<file path="config.mk">
export PLATFORM = sky130hd
export DESIGN_NAME = serial_rx_test_modes
export DESIGN_NICKNAME = d
export VERILOG_FILES = /design/src/rtl/rx_test_pkg.sv /design/src/rtl/serial_rx_test_modes.sv
export VERILOG_INCLUDE_DIRS = /design/src /design/src/rtl
export SDC_FILE = /design/constraint.sdc
export NUM_CORES = 1
export LEC_CHECK = 0
export ABC_CLOCK_PERIOD_IN_PS = 7320
export BUFFER_PORTS_ARGS = -buffer_cell sky130_fd_sc_hd__buf_4
export CAP_MARGIN = 10
export CORE_MARGIN = 1
export CORE_UTILIZATION = 55
export CTS_CLUSTER_SIZE = 8
export DETAILED_ROUTE_END_ITERATION = 8
export GPL_TIMING_DRIVEN = 0
export MAX_ROUTING_LAYER = met4
export PLACE_DENSITY = 0.78
export SLEW_MARGIN = 10
export SYNTH_ARGS = -nofsm -noshare
export SYNTH_HDL_FRONTEND = slang
export SYNTH_SLANG_ARGS = --single-unit
export TNS_END_PERCENT = 50
</file>
<file path="constraint.sdc">
create_clock -name clock -period 7.32 [get_ports clock]
set_input_delay 0.366 -clock clock [delete_from_list [all_inputs] [get_ports clock]]
set_output_delay 0.366 -clock clock [all_outputs]
set_load 0.1 [all_outputs]
</file>
<file path="src/rtl/rx_test_params.svh">
/*
 * Constants of the serial receiver test and mode logic: register offsets,
 * field positions, reset values, code patterns and self-test pattern layout.
 * Assumes it is included by bare name from the package and the design.
 */
`ifndef RX_TEST_PARAMS_SVH
`define RX_TEST_PARAMS_SVH

// register byte offsets on the APB
`define REG_CONTROL 12'h000
`define REG_STATUS 12'h004
`define REG_ERROR_COUNT 12'h008
`define REG_LOOP_COUNT 12'h00c
`define CONTROL_RESET 32'h0000_0000

// control fields
`define CTRL_FRAMER_OFF 0
`define CTRL_COUNT_CLEAR 1

// status fields
`define STAT_MODE_LO 0
`define STAT_SELF_TEST 2
`define STAT_LOCKED 3
`define STAT_AWAIT_COMMA 4

// 10-bit symbol framing
`define SYMBOL_LAST_BIT 4'h9
`define COMMA_NEG 10'h0fa
`define COMMA_POS 10'h305
`define K28_NEG 6'h0f
`define K28_POS 6'h30

// decoded byte values
`define K28_5_BYTE 8'hbc
`define VIOLATION_BYTE 8'he0

// self-test loop: index 0 carries the start code, these carry violations
`define ST_VIOL_A 8'h40
`define ST_VIOL_B 8'h80
`define ST_VIOL_C 8'hc0
`define ST_DATA_MASK 8'h00

`endif

</file>
<file path="src/rtl/rx_test_pkg.sv">
/*
 * Types shared by the serial receiver test and mode logic.
 * Assumes the constants header is on the include path.
 */
`include "rx_test_params.svh"

package rx_test_pkg;

	// three-level mode pin, resolved into two logic levels at the pad
	typedef enum logic [1:0]
	{
		MODE_DECODE = 2'b00,
		MODE_TEST_LO = 2'b01,
		MODE_TEST_HI = 2'b10,
		MODE_BYPASS = 2'b11
	} mode_type;

	// self-test checker progress
	typedef enum logic [1:0]
	{
		ST_OFF = 2'b00,
		ST_HUNT = 2'b01,
		ST_RUN = 2'b10
	} self_test_state_type;

	// one decoded character
	typedef struct packed
	{
		logic valid;
		logic special;
		logic [7:0] data;
	} decode_result_type;

	// parallel output group that moves together
	typedef struct packed
	{
		logic [7:0] data;
		logic special;
		logic violation;
	} byte_out_type;

endpackage

</file>
<file path="src/rtl/serial_rx_test_modes.sv">
/*
 * Receiver framing, decode, bypass, factory test clocking and built-in
 * self-test checker, with an APB status/control slave.
 * Assumes: pll_bit_strobe is a one-cycle pulse on clock per recovered bit;
 * serial, mode, self-test and reframe pins are asynchronous to clock;
 * test_bit_clock_input is slower than a quarter of the clock rate.
 */
`timescale 1ns/1ps
`default_nettype none

module serial_rx_test_modes
	import rx_test_pkg::*;
(
	input wire logic clock,
	input wire logic reset_n,
	input wire logic psel,
	input wire logic penable,
	input wire logic pwrite,
	input wire logic [11:0] paddr,
	input wire logic [31:0] pwdata,
	output logic pready,
	output logic [31:0] prdata,
	output logic pslverr,
	input wire logic serial_data,
	input wire logic pll_bit_strobe,
	input wire logic test_bit_clock_input,
	input wire logic [1:0] mode_level,
	input wire logic self_test_enable_n,
	input wire logic reframe_enable,
	output logic [7:0] decoded_data,
	output logic special_char_flag,
	output logic receive_violation,
	output logic [9:0] raw_symbol_bits,
	output logic ready_n
);
	`include "rx_test_params.svh"

	// pin bundle: serial, test clock, mode[1:0], self-test enable, reframe
	localparam int PINS = 6;
	// reset level of each synchroniser matches its pin at rest; only the
	// active-low self-test enable idles high, so reset never fakes an entry
	localparam logic [PINS-1:0] PIN_IDLE = 6'b000010;
	logic [PINS-1:0] pin_raw;
	logic [PINS-1:0] pin_meta;
	logic [PINS-1:0] pin_sync;

	assign pin_raw = {serial_data, test_bit_clock_input, mode_level,
		self_test_enable_n, reframe_enable};

	// two-stage synchronisers, the first stage feeds only the second
	genvar g;
	generate
		for (g = 0; g < PINS; g = g + 1)
		begin : sync_gen
			always_ff @(posedge clock or negedge reset_n)
			begin
				if (!reset_n)
				begin
					pin_meta[g] <= PIN_IDLE[g];
					pin_sync[g] <= PIN_IDLE[g];
				end
				else
				begin
					pin_meta[g] <= pin_raw[g];
					pin_sync[g] <= pin_meta[g];
				end
			end
		end
	endgenerate

	logic rx_bit;
	logic test_clk_s;
	mode_type mode;
	logic st_enable;
	logic rf_s;
	assign rx_bit = pin_sync[5];
	assign test_clk_s = pin_sync[4];
	assign mode = mode_type'(pin_sync[3:2]);
	assign st_enable = ~pin_sync[1]; // active-low pin
	assign rf_s = pin_sync[0];

	// decode a 10-bit symbol held as {a,b,c,d,e,i,f,g,h,j}
	function automatic decode_result_type decode_symbol(input logic [9:0] sym);
		logic [5:0] six;
		logic [3:0] four;
		logic [4:0] lo;
		logic [2:0] hi;
		logic ok6;
		logic ok4;
		logic k28;
		decode_result_type r;
		six = sym[9:4];
		four = sym[3:0];
		lo = 5'h00;
		hi = 3'h0;
		ok6 = 1'b1;
		ok4 = 1'b1;
		k28 = (six == `K28_NEG) || (six == `K28_POS);
		// data bits A..E from abcdei, i carries no data of its own
		case (six)
			6'h27, 6'h18: lo = 5'd0;
			6'h1d, 6'h22: lo = 5'd1;
			6'h2d, 6'h12: lo = 5'd2;
			6'h31: lo = 5'd3;
			6'h35, 6'h0a: lo = 5'd4;
			6'h29: lo = 5'd5;
			6'h19: lo = 5'd6;
			6'h38, 6'h07: lo = 5'd7;
			6'h39, 6'h06: lo = 5'd8;
			6'h25: lo = 5'd9;
			6'h15: lo = 5'd10;
			6'h34: lo = 5'd11;
			6'h0d: lo = 5'd12;
			6'h2c: lo = 5'd13;
			6'h1c: lo = 5'd14;
			6'h17, 6'h28: lo = 5'd15;
			6'h1b, 6'h24: lo = 5'd16;
			6'h23: lo = 5'd17;
			6'h13: lo = 5'd18;
			6'h32: lo = 5'd19;
			6'h0b: lo = 5'd20;
			6'h2a: lo = 5'd21;
			6'h1a: lo = 5'd22;
			6'h3a, 6'h05: lo = 5'd23;
			6'h33, 6'h0c: lo = 5'd24;
			6'h26: lo = 5'd25;
			6'h16: lo = 5'd26;
			6'h36, 6'h09: lo = 5'd27;
			6'h0e, 6'h0f, 6'h30: lo = 5'd28;
			6'h2e, 6'h11: lo = 5'd29;
			6'h1e, 6'h21: lo = 5'd30;
			6'h2b, 6'h14: lo = 5'd31;
			default: ok6 = 1'b0;
		endcase
		// positive-disparity special forms use the complemented fghj
		if (six == `K28_POS)
			four = ~four;
		// data bits F..H from fghj, j carries no data of its own
		case (four)
			4'hb, 4'h4: hi = 3'd0;
			4'h9: hi = 3'd1;
			4'h5: hi = 3'd2;
			4'hc, 4'h3: hi = 3'd3;
			4'hd, 4'h2: hi = 3'd4;
			4'ha: hi = 3'd5;
			4'h6: hi = 3'd6;
			4'he, 4'h1, 4'h7, 4'h8: hi = 3'd7;
			default: ok4 = 1'b0;
		endcase
		r.valid = ok6 && ok4;
		r.special = k28 && r.valid;
		r.data = {hi, lo};
		if (!r.valid)
		begin
			r.special = 1'b1;
			r.data = `VIOLATION_BYTE;
		end
		return r;
	endfunction

	// expected self-test character at a loop index
	function automatic byte_out_type expected_at(input logic [7:0] idx);
		byte_out_type e;
		e.data = idx ^ `ST_DATA_MASK;
		e.special = 1'b0;
		e.violation = 1'b0;
		if (idx == 8'h00)
		begin
			e.data = `K28_5_BYTE;
			e.special = 1'b1;
		end
		else if (idx == `ST_VIOL_A || idx == `ST_VIOL_B || idx == `ST_VIOL_C)
		begin
			e.data = `VIOLATION_BYTE;
			e.special = 1'b1;
			e.violation = 1'b1;
		end
		return e;
	endfunction

	// register file and APB state
	logic [31:0] control;
	logic [31:0] next_control;
	logic [15:0] error_count;
	logic [15:0] next_error_count;
	logic [15:0] loop_count;
	logic [15:0] next_loop_count;
	logic [31:0] next_prdata;
	logic next_pready;
	logic next_pslverr;
	logic count_clear;

	// receive path state
	logic test_clk_d; // previous test clock level, for edge detect
	logic [9:0] shifter;
	logic [9:0] next_shifter;
	logic [3:0] bit_count;
	logic [3:0] next_bit_count;
	logic rf_d;
	logic await_comma;
	logic next_await_comma;
	logic last_was_comma;
	logic next_last_was_comma;
	self_test_state_type st_state;
	self_test_state_type next_st_state;
	logic [7:0] st_index;
	logic [7:0] next_st_index;
	byte_out_type outs;
	byte_out_type next_outs;
	logic [9:0] next_raw;
	logic next_ready_n;

	logic test_mode;
	logic bit_strobe;
	logic framer_allowed;
	logic comma_hit;
	logic char_done;
	decode_result_type dec;
	byte_out_type expect_now;
	logic mismatch;

	// an open pin resolves to either middle code
	assign test_mode = (mode == MODE_TEST_LO) || (mode == MODE_TEST_HI);
	// factory test replaces the recovered bit timing with the tester's clock
	assign bit_strobe = test_mode ? (test_clk_s && !test_clk_d) : pll_bit_strobe;
	assign framer_allowed = rf_s && !control[`CTRL_FRAMER_OFF];
	assign comma_hit = framer_allowed &&
		((next_shifter == `COMMA_NEG) || (next_shifter == `COMMA_POS));
	assign char_done = bit_strobe &&
		((bit_count == `SYMBOL_LAST_BIT) || comma_hit);
	assign dec = decode_symbol(next_shifter);
	assign expect_now = expected_at(st_index);
	assign mismatch = (dec.data != expect_now.data) ||
		(dec.special != expect_now.special) ||
		(dec.valid == expect_now.violation);

	// framer, self-test checker and output selection
	always_comb
	begin
		next_shifter = shifter;
		next_bit_count = bit_count;
		next_await_comma = await_comma;
		next_last_was_comma = last_was_comma;
		next_st_state = st_state;
		next_st_index = st_index;
		next_outs = outs;
		next_raw = raw_symbol_bits;
		next_ready_n = 1'b1;
		next_loop_count = loop_count;
		next_error_count = error_count;
		if (count_clear)
		begin
			next_loop_count = 16'h0000;
			next_error_count = 16'h0000;
		end
		if (bit_strobe)
			next_shifter = {shifter[8:0], rx_bit};
		if (!st_enable)
			next_st_state = ST_OFF;
		else if (st_state == ST_OFF)
			next_st_state = ST_HUNT;
		if (st_state != ST_OFF && st_enable)
			next_ready_n = (st_state == ST_HUNT);
		if (bit_strobe)
			next_bit_count = char_done ? 4'h0 : bit_count + 4'h1;
		if (char_done)
		begin
			if (comma_hit)
				next_await_comma = 1'b0;
			next_last_was_comma = dec.special && (dec.data == `K28_5_BYTE);
			if (st_state == ST_HUNT && st_enable)
			begin
				// violations seen before the start code still show
				next_outs = '{data: dec.data, special: dec.special,
					violation: !dec.valid};
				if (dec.special && dec.data == `K28_5_BYTE)
				begin
					next_st_state = ST_RUN;
					next_st_index = 8'h01;
					next_ready_n = 1'b0;
				end
			end
			else if (st_state == ST_RUN && st_enable)
			begin
				// same checking for bypass, decode and factory test
				next_outs = '{data: expect_now.data, special: expect_now.special,
					violation: mismatch};
				next_st_index = st_index + 8'h01;
				next_ready_n = (st_index == 8'h00);
				if (st_index == 8'h00)
					next_loop_count = next_loop_count + 16'h0001;
				if (mismatch && error_count != 16'hffff)
					next_error_count = next_error_count + 16'h0001;
			end
			else
			begin
				if (mode == MODE_BYPASS)
					next_raw = next_shifter;
				else
					next_outs = '{data: dec.data, special: dec.special,
						violation: !dec.valid};
				// fill strings and pending alignment suppress the ready pulse
				next_ready_n = await_comma && !comma_hit;
				if (last_was_comma && dec.special && dec.data == `K28_5_BYTE)
					next_ready_n = 1'b1;
			end
		end
		// outside self-test, ready stays inhibited from a reframe request until a comma lands;
		// a request in the same cycle as a comma wins over the clear
		if (rf_s && !rf_d)
			next_await_comma = 1'b1;
	end

	always_ff @(posedge clock or negedge reset_n)
	begin
		if (!reset_n)
		begin
			test_clk_d <= 1'b0;
			rf_d <= 1'b0;
			shifter <= 10'h000;
			bit_count <= 4'h0;
			await_comma <= 1'b0;
			last_was_comma <= 1'b0;
			st_state <= ST_OFF;
			st_index <= 8'h00;
			outs <= '0;
			raw_symbol_bits <= 10'h000;
			ready_n <= 1'b1;
			loop_count <= 16'h0000;
			error_count <= 16'h0000;
		end
		else
		begin
			test_clk_d <= test_clk_s;
			rf_d <= rf_s;
			shifter <= next_shifter;
			bit_count <= next_bit_count;
			await_comma <= next_await_comma;
			last_was_comma <= next_last_was_comma;
			st_state <= next_st_state;
			st_index <= next_st_index;
			outs <= next_outs;
			raw_symbol_bits <= next_raw;
			ready_n <= next_ready_n;
			loop_count <= next_loop_count;
			error_count <= next_error_count;
		end
	end

	assign decoded_data = outs.data;
	assign special_char_flag = outs.special;
	assign receive_violation = outs.violation;

	// APB slave: one wait state, answer registered in the access phase
	assign count_clear = psel && penable && !pready && pwrite &&
		(paddr == `REG_CONTROL) && pwdata[`CTRL_COUNT_CLEAR];

	always_comb
	begin
		next_control = control;
		next_pready = psel && penable && !pready;
		next_prdata = 32'h0000_0000;
		next_pslverr = 1'b0;
		if (psel && penable && !pready)
		begin
			case (paddr)
				`REG_CONTROL:
				begin
					if (pwrite)
						next_control = {31'h0000_0000, pwdata[`CTRL_FRAMER_OFF]};
					else
						next_prdata = control;
				end
				`REG_STATUS:
				begin
					// status is read-only; writes are ignored
					next_prdata[`STAT_MODE_LO +: 2] = mode;
					next_prdata[`STAT_SELF_TEST] = (st_state != ST_OFF);
					next_prdata[`STAT_LOCKED] = (st_state == ST_RUN);
					next_prdata[`STAT_AWAIT_COMMA] = await_comma;
				end
				`REG_ERROR_COUNT:
					next_prdata = {16'h0000, error_count};
				`REG_LOOP_COUNT:
					next_prdata = {16'h0000, loop_count};
				default:
					next_pslverr = 1'b1;
			endcase
		end
	end

	always_ff @(posedge clock or negedge reset_n)
	begin
		if (!reset_n)
		begin
			control <= `CONTROL_RESET;
			pready <= 1'b0;
			prdata <= 32'h0000_0000;
			pslverr <= 1'b0;
		end
		else
		begin
			control <= next_control;
			pready <= next_pready;
			prdata <= next_prdata;
			pslverr <= next_pslverr;
		end
	end

endmodule

`default_nettype wire

</file>
== Word level (Yosys, flattened, before mapping) ==
Index checks and enable logic that the tools add are counted.
Storage, ports and cells
  flip-flop bits (word level): 128
  output and inout port bits: 55
  input port bits: 56
Cells by class
  equality and inequality tests: 83
  add/subtract/negate cells: 4
  bitwise operators: 4
  reductions and logical operators: 66
  mux-type cells: 48
Operators by type and width (number)
  $mux 16: 10
  $pmux 5 s31: 1
  $eq 6x6->1 const B: 24
  $eq 6x5->1 const B: 14
  $pmux 27 s3: 1
  $mux 10: 5
  $reduce_or 48->1: 1
  $eq 6x4->1 const B: 7
  $add 16x1->16 const B: 2
  $eq 4x4->1 const B: 8
  $mux 32: 1
  $reduce_or 2->1: 15
  $eq 12x4->1 const B: 2
  $eq 8x8->1 const B: 3
  $mux 8: 3
  $pmux 3 s7: 1
  $logic_and 1x1->1: 20
  $pmux 5 s4: 1
  $eq 6x3->1 const B: 3
  $mux 9: 2
  $eq 4x3->1 const B: 4
  $mux 1: 16
  $ne 16x16->1 const B: 1
  $reduce_or 14->1: 1
  30 further kinds: 59

== Logic depth before layout (Yosys ltp) ==
Gate-level depths: netlist of the first run.
  depth after elaboration: 20
  gate-level depth with buffers: 16
  mapped depth without buffers: 13

== Worst setup path after synthesis of the first run ==
OpenSTA, ideal clock, no wires.
  path type: reg2reg
  from: reg pin_sync[2] (netlist: mode[0])
  to: reg error_count[14]
  clock period less this slack: 3573 ps
  library setup time: 136 ps
  stages on the path, launching flop included: 15
  data arrival time: 3436 ps
  setup slack: 3747 ps
  buffers on the path: 2
  cells stage by stage: dfrtp_1 > ha_1 > and3b_1 > buf_2 > o21ai_1 > buf_2 > a21oi_1 > a31o_2 > nand4b_2 > nor4b_4 > mux2i_1 > o32ai_4 > and3_1 > o41ai_1 > a21oi_1
On the way
  longest elaborated chain between the ends: 20
Ends and longest elaborated chain
  start: declaration: line serial_rx_test_modes.sv:45  | logic [PINS-1:0] pin_sync;
  start signal: indexed assignment: line serial_rx_test_modes.sv:60  | pin_sync[g] <= PIN_IDLE[g];
  start signal: indexed assignment: line serial_rx_test_modes.sv:65  | pin_sync[g] <= pin_meta[g];
  $eq 2x1->1 / $eq 2x2->1 (equally long branches): line serial_rx_test_modes.sv:223  | assign test_mode = (mode == MODE_TEST_LO) || (mode == MODE_TEST_HI);
  $logic_or 1x1->1 *: line serial_rx_test_modes.sv:223
  $mux 1 *: line serial_rx_test_modes.sv:225  | assign bit_strobe = test_mode ? (test_clk_s && !test_clk_d) : pll_bit_strobe;
  branches (longest 16 deep; another with $mux 16)
  $mux 16 *: line serial_rx_test_modes.sv:266  | if (char_done)
  via next_error_count[14]: line serial_rx_test_modes.sv:185  | logic [15:0] next_error_count;
  end signal: assignment: line serial_rx_test_modes.sv:346  | error_count <= next_error_count;
  end: declaration: line serial_rx_test_modes.sv:184  | logic [15:0] error_count;
Mark *: on every way through the listed nets, which the timed path passes.
A chain may end at the register's enable or synchronous reset.

== Worst setup path in the final report of the first run ==
  from: reg pin_sync[2] (netlist: mode[0])
  to: reg loop_count[8]
On the way
  longest elaborated chain between the ends: 10
Ends and longest elaborated chain
  $eq 2x1->1 / $eq 2x2->1 (equally long branches): line serial_rx_test_modes.sv:223
  $logic_or 1x1->1 *: line serial_rx_test_modes.sv:223
  $mux 1 *: line serial_rx_test_modes.sv:225
  $mux 10: line serial_rx_test_modes.sv:256  | if (bit_strobe)
  $eq 10x8->1 (no line) / $eq 10x10->1 (equally long branches)
  $logic_or 1x1->1: line serial_rx_test_modes.sv:228  | ((next_shifter == `COMMA_NEG) || (next_shifter == `COMMA_POS));
  $logic_and 1x1->1: line serial_rx_test_modes.sv:227  | assign comma_hit = framer_allowed &&
  $logic_or 1x1->1: line serial_rx_test_modes.sv:230  | ((bit_count == `SYMBOL_LAST_BIT) || comma_hit);
  $logic_and 1x1->1 *: line serial_rx_test_modes.sv:229  | assign char_done = bit_strobe &&
  $mux 16 *: line serial_rx_test_modes.sv:266
  via next_loop_count[8]: line serial_rx_test_modes.sv:187  | logic [15:0] next_loop_count;
  end signal: assignment: line serial_rx_test_modes.sv:345  | loop_count <= next_loop_count;
  end: declaration: line serial_rx_test_modes.sv:186  | logic [15:0] loop_count;
The timed path passes the listed nets; every way through them passes the cells marked *.

==> results of run 1 <==
area by class of cell:
type	count	area (sq um)
inverters	23	86.33
multi-input cells	586	3620
clock buffers	10	229.0
repair buffers	63	476.7
plain buffers	66	337.8
flip-flops and latches	112	2806
fillers	1032	4184
well taps	147	183.9
clock inverters	5	87.58
state kept, by name (all words and copies together) (netlist names), 2 cells and up:
name,count
st_state,2
loop_count,16
prdata,16
st_index,8
bit_count,4
raw_symbol_bits,10
error_count,16
pin_meta,6
decoded_data,8
shifter,10
mode,2
how the worst max path moves through the flow:
stage	depth (start not counted)	end	slack, ns	start
after global routing	13	loop_count[8]	2.37	mode[0]
after floorplan	14	error_count[14]	3.75	mode[0]
after CTS	13	loop_count[14]	2.75	mode[0]
after detailed placement	13	loop_count[8]	2.77	mode[0]
final	13	loop_count[8]	2.66	mode[0]
after global placement	13	loop_count[8]	2.90	mode[0]
layer usage:
layer	GRT usage	up-vias	wire length, um
li1	-	2940	-
met1	0.4398	3076	8471
met2	0.5051	298	9157
met3	0.07124	59	1407
met4	0.1509	0	858
met5	-	-	0
metrics by stage:
stage	utilization	instances
2_1_floorplan	-	787
3_3_place_gp	0.6250	997
3_5_place_dp	0.6253	997
4_1_cts	0.6517	1012
5_1_grt	0.6517	1012
6_report	0.6517	1012
cell families after synthesis:
| family | share of synthesized area |
|---|---|
| AND/OR/NAND/NOR | 0.2289 |
| adder cells (fa/ha/maj) | 0.01289 |
| XOR/XNOR | 0.03738 |
| flip-flops | 0.4131 |
| other | 0.0005520 |
| AO/OA/AOI/OAI | 0.2098 |
| buffers and inverters | 0.06243 |
| multiplexers | 0.03499 |
power breakdown:
group | total, mW | switching, mW | internal, mW
logic | 1.16 | 0.849 | 0.310
clock network | 0.543 | 0.240 | 0.302
registers | 0.746 | 0.0568 | 0.690
total | 2.45 | 1.15 | 1.30
worst register-to-register path, cell delays in order (launching register included):
cell and delay (ns):
dfrtp_1 0.42, ha_1 0.40, and3b_1 0.21, buf_2 0.16, nor2_2 0.38, clkbuf_1 0.51
a41oi_1 0.27, o32ai_2 0.48, o2bb2ai_2 0.26, nand4_2 0.28, nor3_1 0.76, nand3_1 0.18
xor2_1 0.17, nor2_1 0.05
synth_stat cells (5+ instances only):
cell type | instances | share of area
nor4_1 | 5 | 0.0046
dfrtp_1 | 109 | 0.40
nor3_1 | 24 | 0.018
nand2b_1 | 9 | 0.0083
ha_1 | 7 | 0.013
or3_1 | 10 | 0.0092
a31oi_1 | 11 | 0.010
buf_4 | 17 | 0.019
a22oi_1 | 8 | 0.0088
and2_1 | 11 | 0.010
nand3_1 | 37 | 0.027
a21oi_1 | 48 | 0.035
a21o_1 | 7 | 0.0077
o211ai_1 | 5 | 0.0055
nor2b_1 | 7 | 0.0064
xor2_1 | 18 | 0.023
a211oi_1 | 8 | 0.0088
clkbuf_1 | 35 | 0.019
buf_2 | 9 | 0.0066
mux2i_1 | 17 | 0.025
xnor2_1 | 11 | 0.014
mux2_2 | 5 | 0.0083
nor2_1 | 80 | 0.044
o31ai_1 | 9 | 0.0099
o21ai_0 | 36 | 0.027
inv_1 | 20 | 0.011
nand2_1 | 77 | 0.043
o22ai_1 | 6 | 0.0055
and3_1 | 17 | 0.016
a21oi_2 | 5 | 0.0064
nand4_1 | 6 | 0.0055
==> metrics.cfg, run 1 <==
[setup_path]
rrSetupSlack_ns=2.66
critPathKind=flop to flop
slowest_delay_ns=0.76
worstPathRequired_ns=7.55
worst_path_max_delay_cell=nor3_1
r2r_start=mode[0]
r2r-end=loop_count[8]
reg2regPathDepth=13
critPathCaptureType=flop
path_max_fanout=10
start_kind=flop
path_buf_inv=2
crit_chain=ha_1, and3b_1, buf_2, nor2_2, clkbuf_1, a41oi_1, o32ai_2, o2bb2ai_2, nand4_2, nor3_1, nand3_1, xor2_1, nor2_1
critPathTopFamily=simple AND/OR/NAND/NOR gates
critPathArrivalTime_ns=4.89

[synthesis]
syn_inst=772
ys_seq_elements=112
async_flop_share=1.000
synth_edf_count=0
yosys_warnings=0
synth_cell_types=89
syn-cell-area_sq_um=6794
ys_seq_area_frac=0.4131
ys.flop_type=dfrtp_1
avgSynthCellArea_sq_um=8.801

[finish]
layout_commonest_cell=dfrtp_1
syn2layout_area_growth_pct=15.21
design_area_sq_um=7828
n_antenna_cell=0
nNetsFinal=924
drive_gt1_frac=0.1642
layout_common_cells=dfrtp_1, nor2_1, buf_4, nand2_1, a21oi_1

[placed_design]
dp_hpwl_um=14510
place_area_sq_um=7511
gp_congestion=1.002
pre_cts_slack_ns=2.766
io_buffers=63

[power_and_ir_drop]
ir_worst_vdd_mv=0.2094
p_leak_nw=3.534
p_per_area_nw_per_um2=312.8
power_mw=2.448

[timing]
max_freq_mhz=214.4
timing.hold.ws_ns=0.1018
hold_viol_final=0
period_share=0.6373
rsz0062_at_grt=false
finClkSkew_ns=0.01087
setup_violations=0
maxSlewHeadroom=0.2448
tightest_slew_ns=1.124
maxSlewViolCount=0
tns_ns=0
setup_ws_ns=2.655
post-route-min-period_ns=4.665

[floorplanning]
dieArea_sq_um=12800
die_width_um=113.1
die-height_um=113.1
core_area_sq_um=12010
ios=111
start_util=0.5656
fp-row-count=40

[global_routing]
antenna_found_initial=0
overflow=0
gr-usage-all-layers=0.3368
grt_pass1_wl_um=32040
grt_max_degree=113
grt_pass1_vias=5953

[clock_tree]
clk_latency_ns=0.36
clock-sinks=112
hold_buffers=0
clockBufferDepth=2
cts-buffers-inserted=9
cts_tree=yes
cts_resized=0
post_cts_buffers=0
cts_root_buffer=clkbuf_16
cts.clk_slew.worst_paths_ns=0.08
h-tree-depth=3

[run]
max_cap_violations=0

[min_path]
hold-path-endpoint=pin_meta[3]
whs_path_depth=1
hold_start=mode_level[1]
hp-class=primary input to flop

[detailed_routing]
ant_nets=0
drtPass1Iterations=5
vias=6373
routedWlPerCell_um=19.66
routed_wl_um=19900
dr.first_iter.drc_count=629
drc=0
vias_per_cell=6.297

[run_status]
run_status=finished clean

Power figures use the tool's default switching activity.
==> run 2, diff against run 1 <==
--- a/config.mk
+++ b/config.mk
@@ -6,7 +6,8 @@
 export SDC_FILE = /design/constraint.sdc
 export NUM_CORES = 1
 export LEC_CHECK = 0
-export ABC_CLOCK_PERIOD_IN_PS = 7320
+export ABC_AREA = 1
+export ABC_CLOCK_PERIOD_IN_PS = 4700
 export BUFFER_PORTS_ARGS = -buffer_cell sky130_fd_sc_hd__buf_4
 export CAP_MARGIN = 10
 export CORE_MARGIN = 1
==> constraint.sdc (replaced) <==
create_clock -name clock -period 4.7 [get_ports clock]
set_input_delay 0.235 -clock clock [delete_from_list [all_inputs] [get_ports clock]]
set_output_delay 0.235 -clock clock [all_outputs]
set_load 0.1 [all_outputs]
==> run 2 against run 1 <==
Net effect:
- cell count grew 22%
- hold slack lost 0.075 ns
- design area grew 4.7%
- critical path type unchanged
- critical endpoint is now error_count[1]
- largest cell class unchanged
==> metrics.cfg, run 2 <==
[global_routing]
grt_pass1_vias=6409
grt_max_degree=113
gr-usage-all-layers=0.2867
grt_pass1_wl_um=28940
antenna_found_initial=0
overflow=0

[placed_design]
dp_hpwl_um=12560
io_buffers=64
placedCellCount=1209
gp_congestion=0.9344

[min_path]
hp-class=primary input to asynchronous set/reset pin

[setup_path]
start_kind=flop
critPathArrivalTime_ns=4.18
critPathCaptureType=flop
worstPathRequired_ns=4.95
path_max_fanout=10
critPathKind=flop to flop

[finish]
layout_common_cells=nand2_1, inv_1, dfrtp_1, nor2_1, buf_4
syn2layout_area_growth_pct=15.79
n_antenna_cell=0
seq_area_sq_um=2806
nNetsFinal=1117
multi_input_area_sq_um=3601
drive_gt1_frac=0.1794
post-route-util=0.6520
layout_commonest_cell=nand2_1
fin_cells=1231
n_fill_cell=1152
top_regs=error_count (16), loop_count (16), prdata (16)

[synthesis]
synth_edf_count=0
yosys_warnings=0
avgSynthCellArea_sq_um=7.387
syn-cell-area_sq_um=7077
synthMostInstantiatedCell=nand2_1
ys_seq_area_frac=0.3966
synth_cell_types=45
async_flop_share=1.000
synth_area_leaders=dfrtp_1, nand2_1, inv_1
yosysTopAreaCell=dfrtp_1
syn_inst=958
ys.flop_type=dfrtp_1
synthTopCellsByCount=nand2_1, inv_1, dfrtp_1
ys_seq_elements=112
synth_top_area_frac=0.3854

[timing]
maxSlewHeadroom=0.3470
hold_viol_final=0
rsz0062_at_grt=false
max_freq_mhz=254.3
tightest_slew_ns=0.9795
setup_violations=0
timing.hold.ws_ns=0.02708
maxSlewViolCount=0
post-route-min-period_ns=3.933
tns_ns=0
finClkSkew_ns=0.005274
period_share=0.8368

[clock_tree]
cts_resized=0
h-tree-depth=3
cts.clk_slew.worst_paths_ns=0.07
cts_tree=yes
cts_root_buffer=clkbuf_16
cts-buffers-inserted=9
post_cts_buffers=0
hold_buffers=6
clockBufferDepth=2
clock-sinks=112
clk_latency_ns=0.36

[floorplanning]
die_width_um=115.4
ios=111
start_util=0.5631
dieArea_sq_um=13320
die-height_um=115.4
core_area_sq_um=12570
fp-row-count=41

[power_and_ir_drop]
ir_worst_vdd_mv=0.2896
power_mw=3.464
p_leak_nw=4.188
p_per_area_nw_per_um2=422.8

[detailed_routing]
drtPass1Iterations=5
dr.first_iter.drc_count=463
vias_per_cell=5.268
drc=0
routed_wl_um=16990
routedWlPerCell_um=13.80
ant_nets=0
vias=6485

[run]
max_cap_violations=0

[run_status]
run_status=finished clean

-- run 2: final timing paths --
path                             start        endpoint  slack (ns)  cells past startpoint
min in group clock           pwdata[0]      control[0]        0.10                      3
max                            mode[0]  error_count[1]        0.77                     27
max reg2reg                    mode[0]  error_count[1]        0.77                     27
min reg2reg                pin_meta[1]     pin_sync[1]        0.36                      0
min                            reset_n       prdata[1]        0.03                      1
max in group asynchronous      reset_n      prdata[12]        4.04                      1
-- run 2: stage by stage --
stage / area (sq um) / worst slack, ns
2_1_floorplan: 7133 / 1.172
4_1_cts: 8194 / 0.8175
3_5_place_dp: 7833 / 0.8549
3_3_place_gp: 7829 / 0.8330
5_1_grt: 8194 / 0.3325
6_report: 8194 / 0.7669
-- run 2: cells by family after synthesis --
| family | share of synthesized area |
|---|---|
| compound gates | 0.07125 |
| fa+ha+maj | 0.01238 |
| buf+inv | 0.1025 |
| simple gates | 0.3808 |
| mux | 0.001414 |
| xor+xnor | 0.03448 |
| flops | 0.3966 |
| other cells | 0.0005299 |
-- run 2: cell type report --
cell class	instances	area share
inverter	130	0.05955
buffer	35	0.02901
timing repair buffer	70	0.06642
clock inverter	4	0.004275
tap	172	0.02626
sequential	112	0.3425
multi-input combinational	696	0.4395
clock buffer	12	0.03252
-- run 2: worst max-delay path, stage by stage, from the launching register on --
cell and delay [ns]:
dfrtp_1 0.40, ha_1 0.33, inv_1 0.08, nand2_2 0.10, nand2_4 0.12, buf_6 0.17
nand2_1 0.08, nand2_2 0.11, nand2_1 0.12, nor2_1 0.22, inv_1 0.09, o21ai_0 0.31
inv_1 0.10, nand3_1 0.09, nor2_1 0.05, nand3_2 0.19, buf_4 0.23, nand3_2 0.09
nand2_1 0.10, nand2_1 0.05, nor2_1 0.10, nand3_1 0.12, nor2_4 0.18, inv_2 0.06
nand3_1 0.13, nand2_1 0.07, o21ai_1 0.07, inv_1 0.05
-- run 2: metal layers --
metal  up-vias  global-route usage  share of wire
li1       3235                   -              -
met1      3034              0.3333           0.43
met2       181              0.4934           0.50
met3        35             0.04916          0.046
met4         0              0.1126          0.020
met5         -                   -              0
-- run 2: power breakdown --
part	internal (mW)	switching [mW]
logic	0.394	1.17
clock network	0.410	0.367
registers	1.07	0.0629
==> run 3, diff against run 2 <==
--- a/config.mk
+++ b/config.mk
@@ -6,8 +6,8 @@
 export SDC_FILE = /design/constraint.sdc
 export NUM_CORES = 1
 export LEC_CHECK = 0
-export ABC_AREA = 1
-export ABC_CLOCK_PERIOD_IN_PS = 4700
+export ABC_AREA = 0
+export ABC_CLOCK_PERIOD_IN_PS = 3800
 export BUFFER_PORTS_ARGS = -buffer_cell sky130_fd_sc_hd__buf_4
 export CAP_MARGIN = 10
 export CORE_MARGIN = 1
==> constraint.sdc (replaced) <==
create_clock -name clock -period 3.8 [get_ports clock]
set_input_delay 0.19 -clock clock [delete_from_list [all_inputs] [get_ports clock]]
set_output_delay 0.19 -clock clock [all_outputs]
set_load 0.1 [all_outputs]
==> run 3 against run 2 <==
Net effect:
- the flow now finishes with violations (negative hold slack, negative setup slack)
- critical path depth down 14
- first-iteration DRC count up 61%
- total power up 52%
- register-to-register slack worse by 0.82 ns
- hold slack worse by 0.089 ns
==> metrics.cfg, run 3 (synthesis gave the netlist of run 1 again) <==
[setup_path]
start_kind=flop
worst_path_max_delay_cell=a2111oi_1
path_buf_inv=2
cp_common_cell=buf_6
critPathArrivalTime_ns=4.08
crit_chain=ha_4, nand3b_1, buf_6, a2111oi_1, a41oi_2, o32ai_4, o2bb2ai_4, and2_4, buf_6, o21ai_4, or4_4, xor2_1, nor2_1
critPathCaptureType=flop
critPathKind=flop to flop
path_max_fanout=10
slowest_delay_ns=0.57
worstPathRequired_ns=4.03
critPathTopFamily=compound AO/OA/AOI/OAI gates

[finish]
drive_gt1_frac=0.2798
top_regs=error_count (16), loop_count (16), prdata (16)
nNetsFinal=981
layout_common_cells=buf_4, dfrtp_1, nor2_1, nand2_1, a21oi_1
n_antenna_cell=0
layout_commonest_cell=buf_4
design_area_sq_um=8930
fin_cells=1069
syn2layout_area_growth_pct=31.44

[clock_tree]
clockBufferDepth=2
clk_latency_ns=0.37
clock-sinks=112
cts-buffers-inserted=9
h-tree-depth=3
cts.clk_slew.worst_paths_ns=0.08
cts_root_buffer=clkbuf_16
cts_tree=yes

[global_routing]
overflow=0
antenna_found_initial=0
gr-usage-all-layers=0.3507
grt_max_degree=113
grt_pass1_vias=6291
grt_pass1_wl_um=33380

[timing]
max_freq_mhz=259.8
rsz0062_at_grt=true
maxSlewHeadroom=0.3045
timing.hold.ws_ns=-0.06242
hold_viol_final=31
finClkSkew_ns=0.01206
setup_ws_ns=-0.04887
post-route-min-period_ns=3.849
tightest_slew_ns=1.043
maxSlewViolCount=0
setup_violations=6
period_share=1.013

[floorplanning]
fp-row-count=40
die-height_um=113.1
start_util=0.5656
die_width_um=113.1
dieArea_sq_um=12800
ios=111
core_area_sq_um=12010

[placed_design]
dp_hpwl_um=14510
pre_cts_slack_ns=-0.7543
gp_congestion=1.002
io_buffers=63
place_area_sq_um=7511
placedCellCount=997

[power_and_ir_drop]
p_per_area_nw_per_um2=588.6
ir_worst_vdd_mv=0.4065
power_mw=5.256
p_leak_nw=3.930

[detailed_routing]
dr.first_iter.drc_count=747
routedWlPerCell_um=20.77
vias_per_cell=6.431
drc=0
drtPass1Iterations=7
routed_wl_um=22200
vias=6875
ant_nets=0

[run]
max_cap_violations=0

[run_status]
run_status=complete, but fails checks
violations=negative hold slack, negative setup slack

[min_path]
hp-class=primary input to asynchronous set/reset pin

-- run 3: path summary, 6_finish.rpt --
kind | cells past startpoint | end | from | slack (ns)
max | 13 | st_index[7] | mode[1] | -0.05
max in group asynchronous | 1 | test_clk_s | reset_n | 3.12
min | 1 | bit_count[3] | reset_n | -0.06
min reg2reg | 0 | mode[1] | pin_meta[3] | 0.35
max reg2reg | 13 | st_index[7] | mode[1] | -0.05
min in group clock | 2 | control[0] | pwdata[0] | 0.07
-- run 3: layout make-up --
type / instances / area [sq um]
fill: 844 / 3082
timing repair buffer: 121 / 968.4
buffer: 65 / 431.7
multi-input combinational: 586 / 4133
clock inverter: 5 / 87.58
sequential: 112 / 2806
tap: 147 / 183.9
inverter: 23 / 90.09
clock buffer: 10 / 229.0
-- run 3: power by group --
group	internal [mW]	leakage (nW)	total, mW	switching (mW)
Clock	0.583	0.151	1.05	0.467
Combinational	0.890	2.29	2.75	1.86
Sequential	1.33	1.49	1.46	0.130
-- run 3: per-layer routing --
layer	global-route usage	wire, um	up-vias
met5	-	0	-
met4	0.1623	1055	0
met3	0.06427	1865	91
met2	0.5382	10520	431
met1	0.4521	8760	3302
li1	-	-	3051
-- run 3: worst reg2reg max path, delay by kind of cell, from the launching register on --
| family | cells | cell delay (ns) |
|---|---|---|
| compound gates | 5 | 1.41 |
| xor+xnor | 1 | 0.15 |
| simple gates | 4 | 1.01 |
| fa+ha+maj | 1 | 0.33 |
| flops | 1 | 0.44 |
| buf+inv | 2 | 0.36 |
-- run 3: through the flow --
step | util | TNS, ns
2_1_floorplan | - | 0
3_3_place_gp | 0.6250 | -20.46
3_5_place_dp | 0.6253 | -26.48
4_1_cts | 0.6901 | -0.005856
5_1_grt | 0.7434 | -1.762
6_report | 0.7434 | -0.1159
-- run 3: what timing repair did --
item	4_1_cts	5_1_grt
hold buffers	6	0
cloned	0	1
pin swaps	11	30
endpoints found under the setup margin	61	45
buffers inserted	18	33
gates resized for setup	54	89
endpoints found under the hold margin	6	0
